## config.mk

```make
export PLATFORM = sky130hd
export DESIGN_NAME = flow_ctrl
export DESIGN_NICKNAME = d
export VERILOG_FILES = /design/src/hw/flow_ctrl_pkg.sv /design/src/hw/ret_stack.sv /design/src/hw/flow_ctrl.sv
export VERILOG_INCLUDE_DIRS = /design/src /design/src/hw
export SDC_FILE = /design/constraint.sdc
export NUM_CORES = 1
export LEC_CHECK = 0
export ABC_AREA = 1
export BUFFER_PORTS_ARGS = -buffer_cell sky130_fd_sc_hd__buf_4
export CORE_ASPECT_RATIO = 0.5
export CORE_MARGIN = 2
export CORE_UTILIZATION = 25
export CTS_CLUSTER_SIZE = 16
export DETAILED_ROUTE_END_ITERATION = 8
export HOLD_SLACK_MARGIN = 0.03
export PLACE_DENSITY = 0.42
export SETUP_SLACK_MARGIN = 0.4
export SLEW_MARGIN = 20
export SYNTH_ARGS = -nofsm -noshare
export SYNTH_HDL_FRONTEND = slang
export SYNTH_SLANG_ARGS = --single-unit
```

## constraint.sdc

```tcl
create_clock -name clk -period 16.2 [get_ports clk]
set_clock_uncertainty 0.15 [all_clocks]
set_input_delay 2.43 -clock clk [delete_from_list [all_inputs] [get_ports clk]]
set_output_delay 2.43 -clock clk [all_outputs]
set_load 0.01 [all_outputs]
```

## src/hw/flow_ctrl_defines.svh

```systemverilog
// timing counts and sizes for the pipeline flow controller
//
// Operation
// - final writeback pointer from address-stage adder, per-access from data-address adder
// - multi-register transfers run under their own decoupled state machine
// - updated base pointer usable one cycle after issue
// - pc load with empty return stack flushes pipeline, six-cycle penalty
// - long register lists hide the pc reload penalty
// - stall writers of registers still pending multi-register store
// - flags of load-multiple and pop usable two cycles after issue
// - first loaded word usable two cycles after issue
// - pc load also tests return-value register and sets flags
// - relative jump always taken, never mispredicted
// - calls push return address on four-entry return stack
// - predicted return pops stack top and redirects fetch there
// - every call writes link register, never zero cycles
// - relative calls predicted; indirect, memory, supervisor, breakpoint calls not
// - memory and application call targets used only from writeback
// - predicted relative call takes one or two cycles
// - exception returns unpredicted; target from address stage, fetched next
// - exception, debug and supervisor returns issue in four cycles
// - exchange reads then writes memory atomically
// - stall writers of exchange store register until store leaves data stage
// - exchange issue latency two, result latency three
`ifndef FLOW_CTRL_DEFINES_SVH
`define FLOW_CTRL_DEFINES_SVH

`define RAS_DEPTH        4
`define PTR_READY_CYC    1
`define LDM_DATA_CYC     2
`define LDM_FLAG_CYC     2
`define PC_FLUSH_CYC     6
`define RETX_ISSUE_CYC   4
`define XCHG_ISSUE_CYC   2
`define XCHG_RESULT_CYC  3
`define CNT_W            3

`endif

```

## src/hw/flow_ctrl_pkg.sv

```systemverilog
// types for the pipeline flow controller
package flow_ctrl_pkg;

  typedef enum logic [3:0] {
    OP_NONE   = 4'h0,
    OP_LDM    = 4'h1,
    OP_POPM   = 4'h2,
    OP_STM    = 4'h3,
    OP_PUSHM  = 4'h4,
    OP_RJMP   = 4'h5,
    OP_RET    = 4'h6,
    OP_RCALL  = 4'h7,
    OP_ICALL  = 4'h8,
    OP_MCALL  = 4'h9,
    OP_ACALL  = 4'hA,
    OP_SCALL  = 4'hB,
    OP_BRK    = 4'hC,
    OP_RETX   = 4'hD,
    OP_XCHG   = 4'hE
  } op_t;

  // issued instruction as seen from the address stage
  typedef struct packed {
    logic        valid;
    op_t         op;
    logic [15:0] regList;
    logic [31:0] base;
    logic [31:0] nextPc;
    logic [31:0] target;
    logic        compact;
    logic        aligned;
    logic [3:0]  storeReg;
  } issue_t;

  typedef struct packed {
    logic        valid;
    logic [3:0]  dstReg;
  } wreq_t;

  typedef struct packed {
    logic        req;
    logic        write;
    logic        lock;
    logic [31:0] addr;
    logic [3:0]  reg_;
  } mem_t;

  typedef struct packed {
    logic        valid;
    logic [31:0] addr;
  } redirect_t;

  typedef enum logic [2:0] {
    LS_IDLE  = 3'b000,
    LS_RUN   = 3'b001,
    LS_LAST  = 3'b011,
    LS_XRD   = 3'b010,
    LS_XWR   = 3'b110
  } ls_state_t;

endpackage : flow_ctrl_pkg

```

## src/hw/ret_stack.sv

```systemverilog
// four-entry return-address stack
`timescale 1ns/1ns
`include "flow_ctrl_defines.svh"
module ret_stack
  import flow_ctrl_pkg::*;
(
  input  wire logic        clk,
  input  wire logic        rst_b,
  input  wire logic        push,
  input  wire logic [31:0] pushAddr,
  input  wire logic        pop,
  output logic      [31:0] topAddr,
  output logic             empty
);

  typedef struct packed {
    logic [`RAS_DEPTH-1:0][31:0] ent;
    logic [2:0]                  cnt;
    logic [31:0]                 top;
  } ras_t;

  ras_t s;
  ras_t next_s;

  always_comb begin
    next_s = s;
    if (push) begin
      // shifting keeps the four newest and drops the oldest
      next_s.ent = {s.ent[`RAS_DEPTH-2:0], pushAddr};
      if (s.cnt != 3'h4)
        next_s.cnt = s.cnt + 3'h1;
    end else if (pop && s.cnt != 3'h0) begin
      next_s.ent = {32'h0, s.ent[`RAS_DEPTH-1:1]};
      next_s.cnt = s.cnt - 3'h1;
    end
    next_s.top = next_s.ent[0];
  end

  always_ff @(posedge clk) begin
    if (!rst_b)
      s <= '0;
    else
      s <= next_s;
  end

  assign topAddr = s.top;
  assign empty   = (s.cnt == 3'h0);

endmodule : ret_stack

```

## src/hw/flow_ctrl.sv

```systemverilog
// pipeline flow control: multi-transfer sequencer, prediction, latencies
`timescale 1ns/1ns
`include "flow_ctrl_defines.svh"
module flow_ctrl
  import flow_ctrl_pkg::*;
(
  input  wire logic        clk,
  input  wire logic        rst_b,
  input  issue_t           issue,
  input  wreq_t            laterWrite,
  input  wire logic        memReady,
  input  wire logic [31:0] retValue,
  input  wire logic        wbTargetValid,
  input  wire logic [31:0] wbTarget,
  output logic             issueStall,
  output logic             writeStall,
  output mem_t             mem,
  output redirect_t        redirect,
  output logic             flush,
  output logic             linkWrite,
  output logic [31:0]      linkValue,
  output logic             ptrValid,
  output logic [31:0]      ptrValue,
  output logic             dataReady,
  output logic             flagReady,
  output logic [3:0]       flagsNzcv,
  output logic             resultReady
);

  ////////////////////////////////////////////////////////////////////////
  typedef struct packed {
    ls_state_t   ls;
    logic [15:0] pend;
    logic [31:0] addr;
    logic        isLoad;
    logic        pcLoad;
    logic        pcFlush;
    logic [3:0]  xReg;
    logic [`CNT_W-1:0] issueCnt;
    logic [`CNT_W-1:0] resCnt;
    logic [`CNT_W-1:0] dataCnt;
    logic [`CNT_W-1:0] flagCnt;
    logic [`CNT_W-1:0] flushCnt;
    logic        waitWb;
    logic        issueStall;
    logic        writeStall;
    mem_t        mem;
    redirect_t   redirect;
    logic        flush;
    logic        linkWrite;
    logic [31:0] linkValue;
    logic        ptrValid;
    logic [31:0] ptrValue;
    logic        dataReady;
    logic        flagReady;
    logic [3:0]  flagsNzcv;
    logic        resultReady;
  } st_t;

  st_t s;
  st_t next_s;

  logic [31:0] rasTop;
  logic        rasEmpty;
  logic        rasPush;
  logic        rasPop;

  ////////////////////////////////////////////////////////////////////////
  function automatic logic [4:0] popCount(input logic [15:0] v);
    logic [4:0] c;
    c = 5'h0;
    for (int i = 0; i < 16; i++)
      c = c + {4'h0, v[i]};
    return c;
  endfunction : popCount

  function automatic logic [3:0] lowestBit(input logic [15:0] v);
    logic [3:0] r;
    r = 4'h0;
    for (int i = 15; i >= 0; i--)
      if (v[i])
        r = 4'(i);
    return r;
  endfunction : lowestBit

  function automatic logic [2:0] cnt(input int n);
    return 3'(n);
  endfunction : cnt

  ////////////////////////////////////////////////////////////////////////
  logic isMulti;
  logic isLoadM;
  logic isCall;
  logic [31:0] span;
  logic [3:0] curReg;

  always_comb begin
    isMulti = issue.valid && !s.issueStall &&
              (issue.op == OP_LDM || issue.op == OP_POPM ||
               issue.op == OP_STM || issue.op == OP_PUSHM);
    isLoadM = issue.op == OP_LDM || issue.op == OP_POPM;
    isCall  = issue.op == OP_RCALL || issue.op == OP_ICALL ||
              issue.op == OP_MCALL || issue.op == OP_ACALL ||
              issue.op == OP_SCALL || issue.op == OP_BRK;
    span    = {25'h0, popCount(issue.regList), 2'h0};
    curReg  = lowestBit(s.pend);
    rasPush = issue.valid && !s.issueStall && isCall;
    rasPop  = issue.valid && !s.issueStall && issue.op == OP_RET &&
              !rasEmpty;
  end

  always_comb begin
    next_s = s;
    next_s.redirect    = '0;
    next_s.flush       = 1'b0;
    next_s.linkWrite   = 1'b0;
    next_s.ptrValid    = 1'b0;
    next_s.dataReady   = 1'b0;
    next_s.flagReady   = 1'b0;
    next_s.resultReady = 1'b0;
    next_s.mem.req     = 1'b0;

    // countdowns
    if (s.issueCnt != '0) next_s.issueCnt = s.issueCnt - cnt(1);
    if (s.resCnt != '0) begin
      next_s.resCnt = s.resCnt - cnt(1);
      if (s.resCnt == cnt(1)) next_s.resultReady = 1'b1;
    end
    if (s.dataCnt != '0) begin
      next_s.dataCnt = s.dataCnt - cnt(1);
      if (s.dataCnt == cnt(1)) next_s.dataReady = 1'b1;
    end
    if (s.flagCnt != '0) begin
      next_s.flagCnt = s.flagCnt - cnt(1);
      if (s.flagCnt == cnt(1)) next_s.flagReady = 1'b1;
    end
    if (s.flushCnt != '0) next_s.flushCnt = s.flushCnt - cnt(1);

    // memory and application call targets only from writeback
    if (s.waitWb && wbTargetValid) begin
      next_s.redirect = '{valid: 1'b1, addr: wbTarget};
      next_s.waitWb   = 1'b0;
    end

    // issue side
    if (issue.valid && !s.issueStall) begin
      case (issue.op)
        OP_LDM, OP_POPM, OP_STM, OP_PUSHM: begin
          // address-stage adder gives the final pointer
          next_s.ptrValid = 1'b1;
          next_s.ptrValue = (issue.op == OP_STM || issue.op == OP_PUSHM) ?
                            issue.base - span : issue.base + span;
          next_s.pend   = issue.regList;
          next_s.addr   = (issue.op == OP_STM || issue.op == OP_PUSHM) ?
                          issue.base - span : issue.base;
          next_s.isLoad = isLoadM;
          next_s.pcLoad = isLoadM && issue.regList[15];
          // short lists expose the flush, long lists hide it
          next_s.pcFlush = isLoadM && issue.regList[15] && rasEmpty &&
                           popCount(issue.regList) <= 5'(`PC_FLUSH_CYC);
          next_s.ls     = LS_RUN;
          // the pulse register itself adds the final cycle
          if (isLoadM) begin
            next_s.dataCnt = cnt(`LDM_DATA_CYC - 1);
            next_s.flagCnt = cnt(`LDM_FLAG_CYC - 1);
          end
        end
        OP_RJMP: begin
          next_s.redirect = '{valid: 1'b1, addr: issue.target};
        end
        OP_RET: begin
          if (!rasEmpty)
            next_s.redirect = '{valid: 1'b1, addr: rasTop};
          else
            next_s.redirect = '{valid: 1'b1, addr: issue.target};
        end
        OP_RCALL, OP_ICALL, OP_MCALL, OP_ACALL, OP_SCALL, OP_BRK: begin
          next_s.linkWrite = 1'b1;
          next_s.linkValue = issue.nextPc;
          if (issue.op == OP_RCALL) begin
            next_s.redirect = '{valid: 1'b1, addr: issue.target};
            // misaligned or extended form costs the second cycle
            if (!(issue.compact && issue.aligned))
              next_s.issueCnt = cnt(1);
          end else if (issue.op == OP_MCALL || issue.op == OP_ACALL) begin
            next_s.waitWb = 1'b1;
          end else begin
            next_s.redirect = '{valid: 1'b1, addr: issue.target};
          end
        end
        OP_RETX: begin
          // target from address stage, fetch follows next cycle
          next_s.redirect = '{valid: 1'b1, addr: issue.target};
          next_s.issueCnt = cnt(`RETX_ISSUE_CYC - 1);
        end
        OP_XCHG: begin
          next_s.ls       = LS_XRD;
          next_s.addr     = issue.base;
          next_s.xReg     = issue.storeReg;
          next_s.issueCnt = cnt(`XCHG_ISSUE_CYC - 1);
          next_s.resCnt   = cnt(`XCHG_RESULT_CYC - 1);
        end
        default: begin
        end
      endcase
    end

    // decoupled load/store sequencer: advances on each accepted beat
    case (s.ls)
      LS_RUN, LS_LAST: begin
        if (memReady) begin
          next_s.pend = s.pend & ~(16'h1 << curReg);
          next_s.addr = s.addr + 32'h4;
          if (popCount(s.pend) == 5'h2)
            next_s.ls = LS_LAST;
          if (popCount(s.pend) == 5'h1) begin
            next_s.ls = LS_IDLE;
            if (s.pcLoad) begin
              next_s.flagsNzcv = {retValue[31], retValue == 32'h0,
                                  2'h0};
              next_s.flagReady = 1'b1;
              if (s.pcFlush) begin
                next_s.flush    = 1'b1;
                next_s.flushCnt = cnt(`PC_FLUSH_CYC);
              end
            end
          end
        end
      end
      LS_XRD: begin
        if (memReady) next_s.ls = LS_XWR;
      end
      LS_XWR: begin
        if (memReady) next_s.ls = LS_IDLE;
      end
      LS_IDLE: begin
        // keeps whatever the issue side has started this cycle
      end
      default: begin
        next_s.ls = LS_IDLE;
      end
    endcase
    if (isMulti) next_s.ls = LS_RUN;

    // the request register shows the beat the next state points at,
    // so an accepted beat is never presented a second time
    case (next_s.ls)
      LS_RUN, LS_LAST: begin
        next_s.mem = '{req: 1'b1, write: !next_s.isLoad, lock: 1'b0,
                       addr: next_s.addr,
                       reg_: lowestBit(next_s.pend)};
      end
      LS_XRD: begin
        next_s.mem = '{req: 1'b1, write: 1'b0, lock: 1'b1,
                       addr: next_s.addr, reg_: next_s.xReg};
      end
      LS_XWR: begin
        next_s.mem = '{req: 1'b1, write: 1'b1, lock: 1'b1,
                       addr: next_s.addr, reg_: next_s.xReg};
      end
      default: begin
        next_s.mem.req = 1'b0;
      end
    endcase

    // issue blocked only by multi-cycle issue, flush or a busy sequencer
    next_s.issueStall = next_s.issueCnt != '0 ||
                        next_s.flushCnt != '0 ||
                        (next_s.ls != LS_IDLE && issue.valid &&
                         (issue.op == OP_LDM || issue.op == OP_POPM ||
                          issue.op == OP_STM || issue.op == OP_PUSHM ||
                          issue.op == OP_XCHG));
    // write-after-read hazard against pending stores
    next_s.writeStall = laterWrite.valid &&
      ((next_s.ls inside {LS_RUN, LS_LAST} && !next_s.isLoad &&
        next_s.pend[laterWrite.dstReg]) ||
       (next_s.ls inside {LS_XRD, LS_XWR} &&
        laterWrite.dstReg == next_s.xReg));
  end

  always_ff @(posedge clk) begin
    if (!rst_b)
      s <= '0;
    else
      s <= next_s;
  end

  ////////////////////////////////////////////////////////////////////////
  ret_stack u_ret_stack (
    .clk      (clk),
    .rst_b    (rst_b),
    .push     (rasPush),
    .pushAddr (issue.nextPc),
    .pop      (rasPop),
    .topAddr  (rasTop),
    .empty    (rasEmpty)
  );

  assign issueStall  = s.issueStall;
  assign writeStall  = s.writeStall;
  assign mem         = s.mem;
  assign redirect    = s.redirect;
  assign flush       = s.flush;
  assign linkWrite   = s.linkWrite;
  assign linkValue   = s.linkValue;
  assign ptrValid    = s.ptrValid;
  assign ptrValue    = s.ptrValue;
  assign dataReady   = s.dataReady;
  assign flagReady   = s.flagReady;
  assign flagsNzcv   = s.flagsNzcv;
  assign resultReady = s.resultReady;

endmodule : flow_ctrl

```

-- Word level (Yosys, flattened, before mapping)
Cells that the tools add are included.
- add/subtract/negate cells: 40
- magnitude comparators: 2
- equal/unequal tests: 30
- shift-type cells: 1
- multiplexer cells: 93
- bitwise operators: 2
- reduce and logical (&&, ||, !) cells: 64
- operators by type and width (cell ; count):
    $mux W131 ; 2
    $mux W33 ; 6
    $mux W4 ; 33
    $pmux W38 S3 ; 1
    $add A5 B1 Y5 ; 22
    $pmux W33 S3 ; 1
    $mux W32 ; 3
    $mux W70 ; 1
    $pmux W32 S2 ; 1
    $mux W3 ; 20
    $mux W51 ; 1
    $mux W48 ; 1
    $add A32 B3 Y32 const B ; 1
    $add A32 B7 Y32 ; 1
    $logic_not A32 Y1 ; 1
    $sub A32 B7 Y32 ; 1
    $reduce_bool A3 Y1 ; 10
    $eq A4 B4 Y1 const B ; 7
    $mux W5 ; 4
    $sub A3 B1 Y3 const B ; 6
    $logic_and A1 B1 Y1 ; 17
    $and A16 B16 Y16 ; 1
    $eq A4 B3 Y1 const B ; 4
    $mux W16 ; 1
    other kinds (35) ; 86
- register bits after elaboration: 351
- input bits: 196
- output and inout port bits: 148

-- Logic depth before layout (Yosys ltp)
- depth in word-level cells: 40
- depth in mapped cells: 35
- mapped depth without buffers: 35

-- By module
From an unflattened synthesis, not the netlist that was laid out.
- cell total of the unflattened synthesis: 3041
- area, all modules: 20732.4 sq um
- by module, submodules not included (module ; instances ; cells an instance ; area each (sq um) ; sequential area each (sq um)):
    flow_ctrl ; 1 ; 2131 ; 14430.1 ; 4404.2
    ret_stack ; 1 ; 910 ; 6302.3 ; 2622.5

-- Worst setup path before layout
No wires, ideal clock.
- path type: in2reg
- start: input issue[102] (netlist name)
- end: register s, in the netlist ptrValue[30]
- arrival: 7475 ps
- data required time: 15922 ps
- setup slack: 8447 ps
- stages on the path: 27
- path buffers: 0
- cells stage by stage: fa_1 -> inv_1 -> fa_1 -> fa_1 -> fa_1 -> inv_1 -> ha_1 -> fa_1 -> xor2_1 -> ha_1 -> nand2_1 -> o21ai_1 -> inv_1 -> nor2_2 -> o21ai_1 -> nor3_2 -> nand2_2 -> nor2_4 -> nand3_2 -> nor2_4 -> nand2_2 -> nor3_4 -> nand3_2 -> nor2_1 -> nor3_1 -> a2111oi_0 -> nor2_1
- word-level cells in the longest chain between the ends: 17
- ends and longest elaborated chain (item ; RTL line ; RTL):
    from (decl) ; flow_ctrl.sv:9 ; input issue_t issue,
    $add A1 B1 Y2 (*) ; flow_ctrl.sv:73 ; c = c + {4'h0, v[i]};
    $add A2 B1 Y3 (*) ; flow_ctrl.sv:73 ;
    $add A3 B1 Y4 (*) ; flow_ctrl.sv:73 ;
    $add A4 B1 Y5 (*) ; flow_ctrl.sv:73 ;
    $add A5 B1 Y5 (*) (11 in a row) ; flow_ctrl.sv:73 ;
    $add A32 B7 Y32 or $sub A32 B7 Y32 (tied branches) ; flow_ctrl.sv:152 ; issue.base - span : issue.base + span;
    $mux W32 (*) ; flow_ctrl.sv:151 ; next_s.ptrValue = (issue.op == OP_STM || issue.op == OP_PUSHM) ?
    to (signal assigned) ; flow_ctrl.sv:285 ; s <= next_s;
    to (decl) ; flow_ctrl.sv:60 ; st_t s;
Mark *: on every way between the ends. The rest lies on a longest branch, timed or not.
A chain may end at the register's enable or synchronous reset.

-- Final worst setup path
- start: input issue[102] (netlist name)
- end: register s, in the netlist mem[35]
- word-level cells in the longest chain between the ends: 22
- ends and longest elaborated chain (item ; RTL line ; RTL):
    $add A1 B1 Y2 (*) ; flow_ctrl.sv:73 ;
    $add A2 B1 Y3 (*) ; flow_ctrl.sv:73 ;
    $add A3 B1 Y4 (*) ; flow_ctrl.sv:73 ;
    $add A4 B1 Y5 (*) ; flow_ctrl.sv:73 ;
    $add A5 B1 Y5 (*) (11 in a row) ; flow_ctrl.sv:73 ;
    $sub A32 B7 Y32 (*) ; flow_ctrl.sv:155 ; issue.base - span : issue.base;
    $mux W32 (*) ; flow_ctrl.sv:154 ; next_s.addr = (issue.op == OP_STM || issue.op == OP_PUSHM) ?
    $pmux W32 S2 (*) ; flow_ctrl.sv:147 ; case (issue.op)
    $mux W70 (*) ; flow_ctrl.sv:146 ; if (issue.valid && !s.issueStall) begin
    $mux W51 ; flow_ctrl.sv:211 ; if (memReady) begin
    $mux W48 (*) ; flow_ctrl.sv:209 ; case (s.ls)
    $pmux W38 S3 (*) ; flow_ctrl.sv:247 ; case (next_s.ls)
Mark *: on every way between the ends. The rest lies on a longest branch, timed or not. The select of a mux whose other input is x is not followed.

==> out/metrics.yaml <==
sta:
  hold_ws_ps: 314
  timing.final.crit_share_pct: 49.2
  grt_setup_unrepaired: "no"
  worst_pin_slew_ps: 1090
  setup_violations: 0
  max_slew_margin_pct: 27.4
  setup_tns_ps: 0
  period_needed_ps: 7980
  hold_violations: 0
  slew_viol_final: 0
  timing.fmax_mhz: 125
  fin_ws_ps: 8220
power_and_ir_drop:
  clkPwrFrac_pct: 36.1
  ir_worst_vdd_uv: 59.5
  leakagePower_nw: 9.58
  p_int_mw: 1.76
  swShare_pct: 34.4
  combPwrFrac_pct: 27.6
  p_per_area_mw_per_mm2: 115
  p_seq_share_pct: 36.3
  power_mw: 2.68
  power.switching_mw: 0.921
global_routing:
  antenna_found_initial: 2
  gr-usage-all-layers_pct: 16.6
  grt_pass1_vias: 17967
  grt_max_degree: 95
  overflow: 0
  grt_pass1_wl_um: 105000
route:
  via_per_inst: 4.71
  wl_met3_um: 2420
  met2_length_um: 34300
  firstDrtPassIters: 5
  dr.max_layer_used: "met5"
  wl_per_cell_um: 17.6
  drt-total-wl_um: 67900
  vias: 18157
  antenna_left: 0
  met1Wirelength_um: 29600
  drc_errors: 0
  drt_iter0_drc: 1065
floorplan:
  die_width_um: 399
  coreArea_sq_mm: 0.0772
  dieHeight_um: 201
  initial_core_util_pct: 25.2
  rows: 72
  pin_count: 344
  die_area_sq_mm: 0.0803
logic_synthesis:
  synth_area_sq_mm: 0.0195
  ys_warn_count: 0
  synth_seq_area_share_pct: 36.1
  synth.distinct_cells: 67
  synth_edf_count: 0
  ys_ff_latch: 351
  postSynthCellCount: 2678
  syn_area_per_cell_sq_um: 7.27
  ys.flop_type: "dfxtp_1"
  synth-async-reset-ratio_pct: 0
cells_and_area:
  areaGrowthSynthToFinish_pct: 19.4
  antenna_cells: 0
  layout.nets: 3042
  nFillCells: 8463
  drive_gt1_share_pct: 17.8
placed_design:
  gp_congestion: 0.846
  place_worst_setup_slack_ps: 7680
  place_hpwl_um: 47200
  io_buffer_count: 341
setup_path:
  ff2ff_path_depth: 21
  worstSetupPathType: "in -> reg"
  cpMaxStageDelayCell: "fa_1"
  crit_path_max_fanout: 6
  path_common_cell: "fa_1"
  startpoint_type: "input pin"
  critPathMaxStageDelay_ps: 530
  crit_path_end_kind: "flop"
  required_ps: 16470
  crit_arrival_ps: 8250
hold_path:
  holdPathStages: 2
  min_path_type: "reg -> reg"
clock_tree:
  clock-root-buffer: "clkbuf_16"
  ctsResizeCount: 0
  holdBufCountCts: 0
  numCtsBuffers: 40
  clk_latency_ps: 580
  cts.sinks: 351
  post_cts_buffers: 0
  clk_pin_slew_ps: 60
  cts.htree.levels: 2
  cts_tree: "done"
  max-clock-path-buffers: 3
flow_run:
  max_cap_viol_count: 0
outcome:
  status: "finished clean"
==> flip-flops by register name, indices dropped and copies added, names as in the netlist <==
signal	flops
issueStall	1
linkWrite	1
redirect	33
flagsNzcv	2
mem	39
ptrValue	32
ptrValid	1
dataReady	1
linkValue	32
u_ret_stack.topAddr	32
resultReady	1
flush	1
u_ret_stack.s	99
s	74
flagReady	1
writeStall	1
==> cell usage after synthesis, drive strengths merged (2+ instances only) <==
library cell,count,area share (%)
nor2,256,5.4
a2111oi,4,0.18
xor2,27,1.2
clkbuf,125,2.4
a31o,3,0.13
nor4,18,0.58
or2,9,0.29
o21bai,2,0.077
and3,2,0.064
nand2,397,7.7
o32ai,42,1.9
xnor2,12,0.54
a221oi,52,2.3
inv,376,7.3
nand3,110,2.9
dfxtp,351,36
nand4,29,0.96
a21o,2,0.077
a32o,14,0.72
fa,23,2.4
a32oi,2,0.090
o221ai,21,0.94
nor3,44,1.3
o2111ai,4,0.18
o31ai,5,0.26
o311ai,4,0.18
ha,35,2.2
buf,170,6.3
o211ai,31,1.2
a21oi,181,4.7
mux2i,3,0.15
a31oi,30,0.96
a211oi,6,0.31
o21ai,237,6.1
o21a,3,0.12
o22ai,37,1.2
==> stage by stage <==
stage	instance area [sq um]	cells	util, %
after detailed placement	21900	3782	28.3
after CTS	23200	3856	30.1
final	23200	3856	30.1
after global routing	23200	3856	30.1
after floorplan	19500	2679	-
after global placement	21900	3782	28.3
==> worst paths after layout <==
path	from	to	slack [ps]
setup / recovery	issue[102]	mem[35]	8220
hold reg to reg	linkValue[4]	linkValue[4]	310
hold / removal	linkValue[4]	linkValue[4]	310
setup reg to reg	s[214]	mem[19]	10290
==> routing by layer <==
metal	track usage (%)	vias to the layer above
met4	4.69	2
li1	-	9093
met5	0	-
met1	20.2	8672
met3	2.58	81
met2	30.2	309
==> logic make-up (layout without fill, tap and decap cells) <==
kind of cell	Yosys count	after routing	share of synthesized area, %
xor+xnor	39	39	1.75
buf+inv	672	813	16.0
simple gates	868	868	19.4
other cells	1	2	0.0193
flops	351	351	36.1
mux	3	3	0.154
compound gates	686	686	22.0
fa+ha+maj	58	58	4.61
==> cell usage in the layout, fill, tap and decap left out, drive strengths merged, types with 23 or more instances in the layout <==
master  Yosys  routed
a31oi      30      30
xor2       27      27
nand4      29      29
buf       170     362
o21ai     237     237
a21oi     181     181
clkbuf    125      58
a221oi     52      52
ha         35      35
o22ai      37      37
nand2     397     397
nor2      256     256
o32ai      42      42
dfxtp     351     351
nand3     110     110
o211ai     31      31
fa         23      23
inv       376     378
nor3       44      44
==> power by group through the flow <==
stage               Combinational (mW)  Sequential, mW  Clock, mW
floorplan                        0.543           0.979          0
global placement                 0.745           0.993          0
detailed placement               0.748           0.993          0
CTS                              0.752           0.974       1.00
global route                     0.844           0.981       1.04
finish                           0.740           0.973      0.966
==> worst max-delay path, delay by kind of cell <==
family	cells	cell delay [ps]
compound gates	7	810
xor+xnor	1	190
fa+ha+maj	7	3030
buf+inv	5	330
simple gates	12	1450
==> layout make-up <==
type	instances	area, sq um	area share (%)
clock buffers	58	1160	4.99
clock inverters	16	209	0.899
inverters	377	1430	6.14
multi-input cells	1656	9400	40.5
flip-flops and latches	351	7030	30.2
well taps	1036	1300	5.58
repair buffers	362	2720	11.7
No activity file was read; power rests on OpenSTA's default activity.
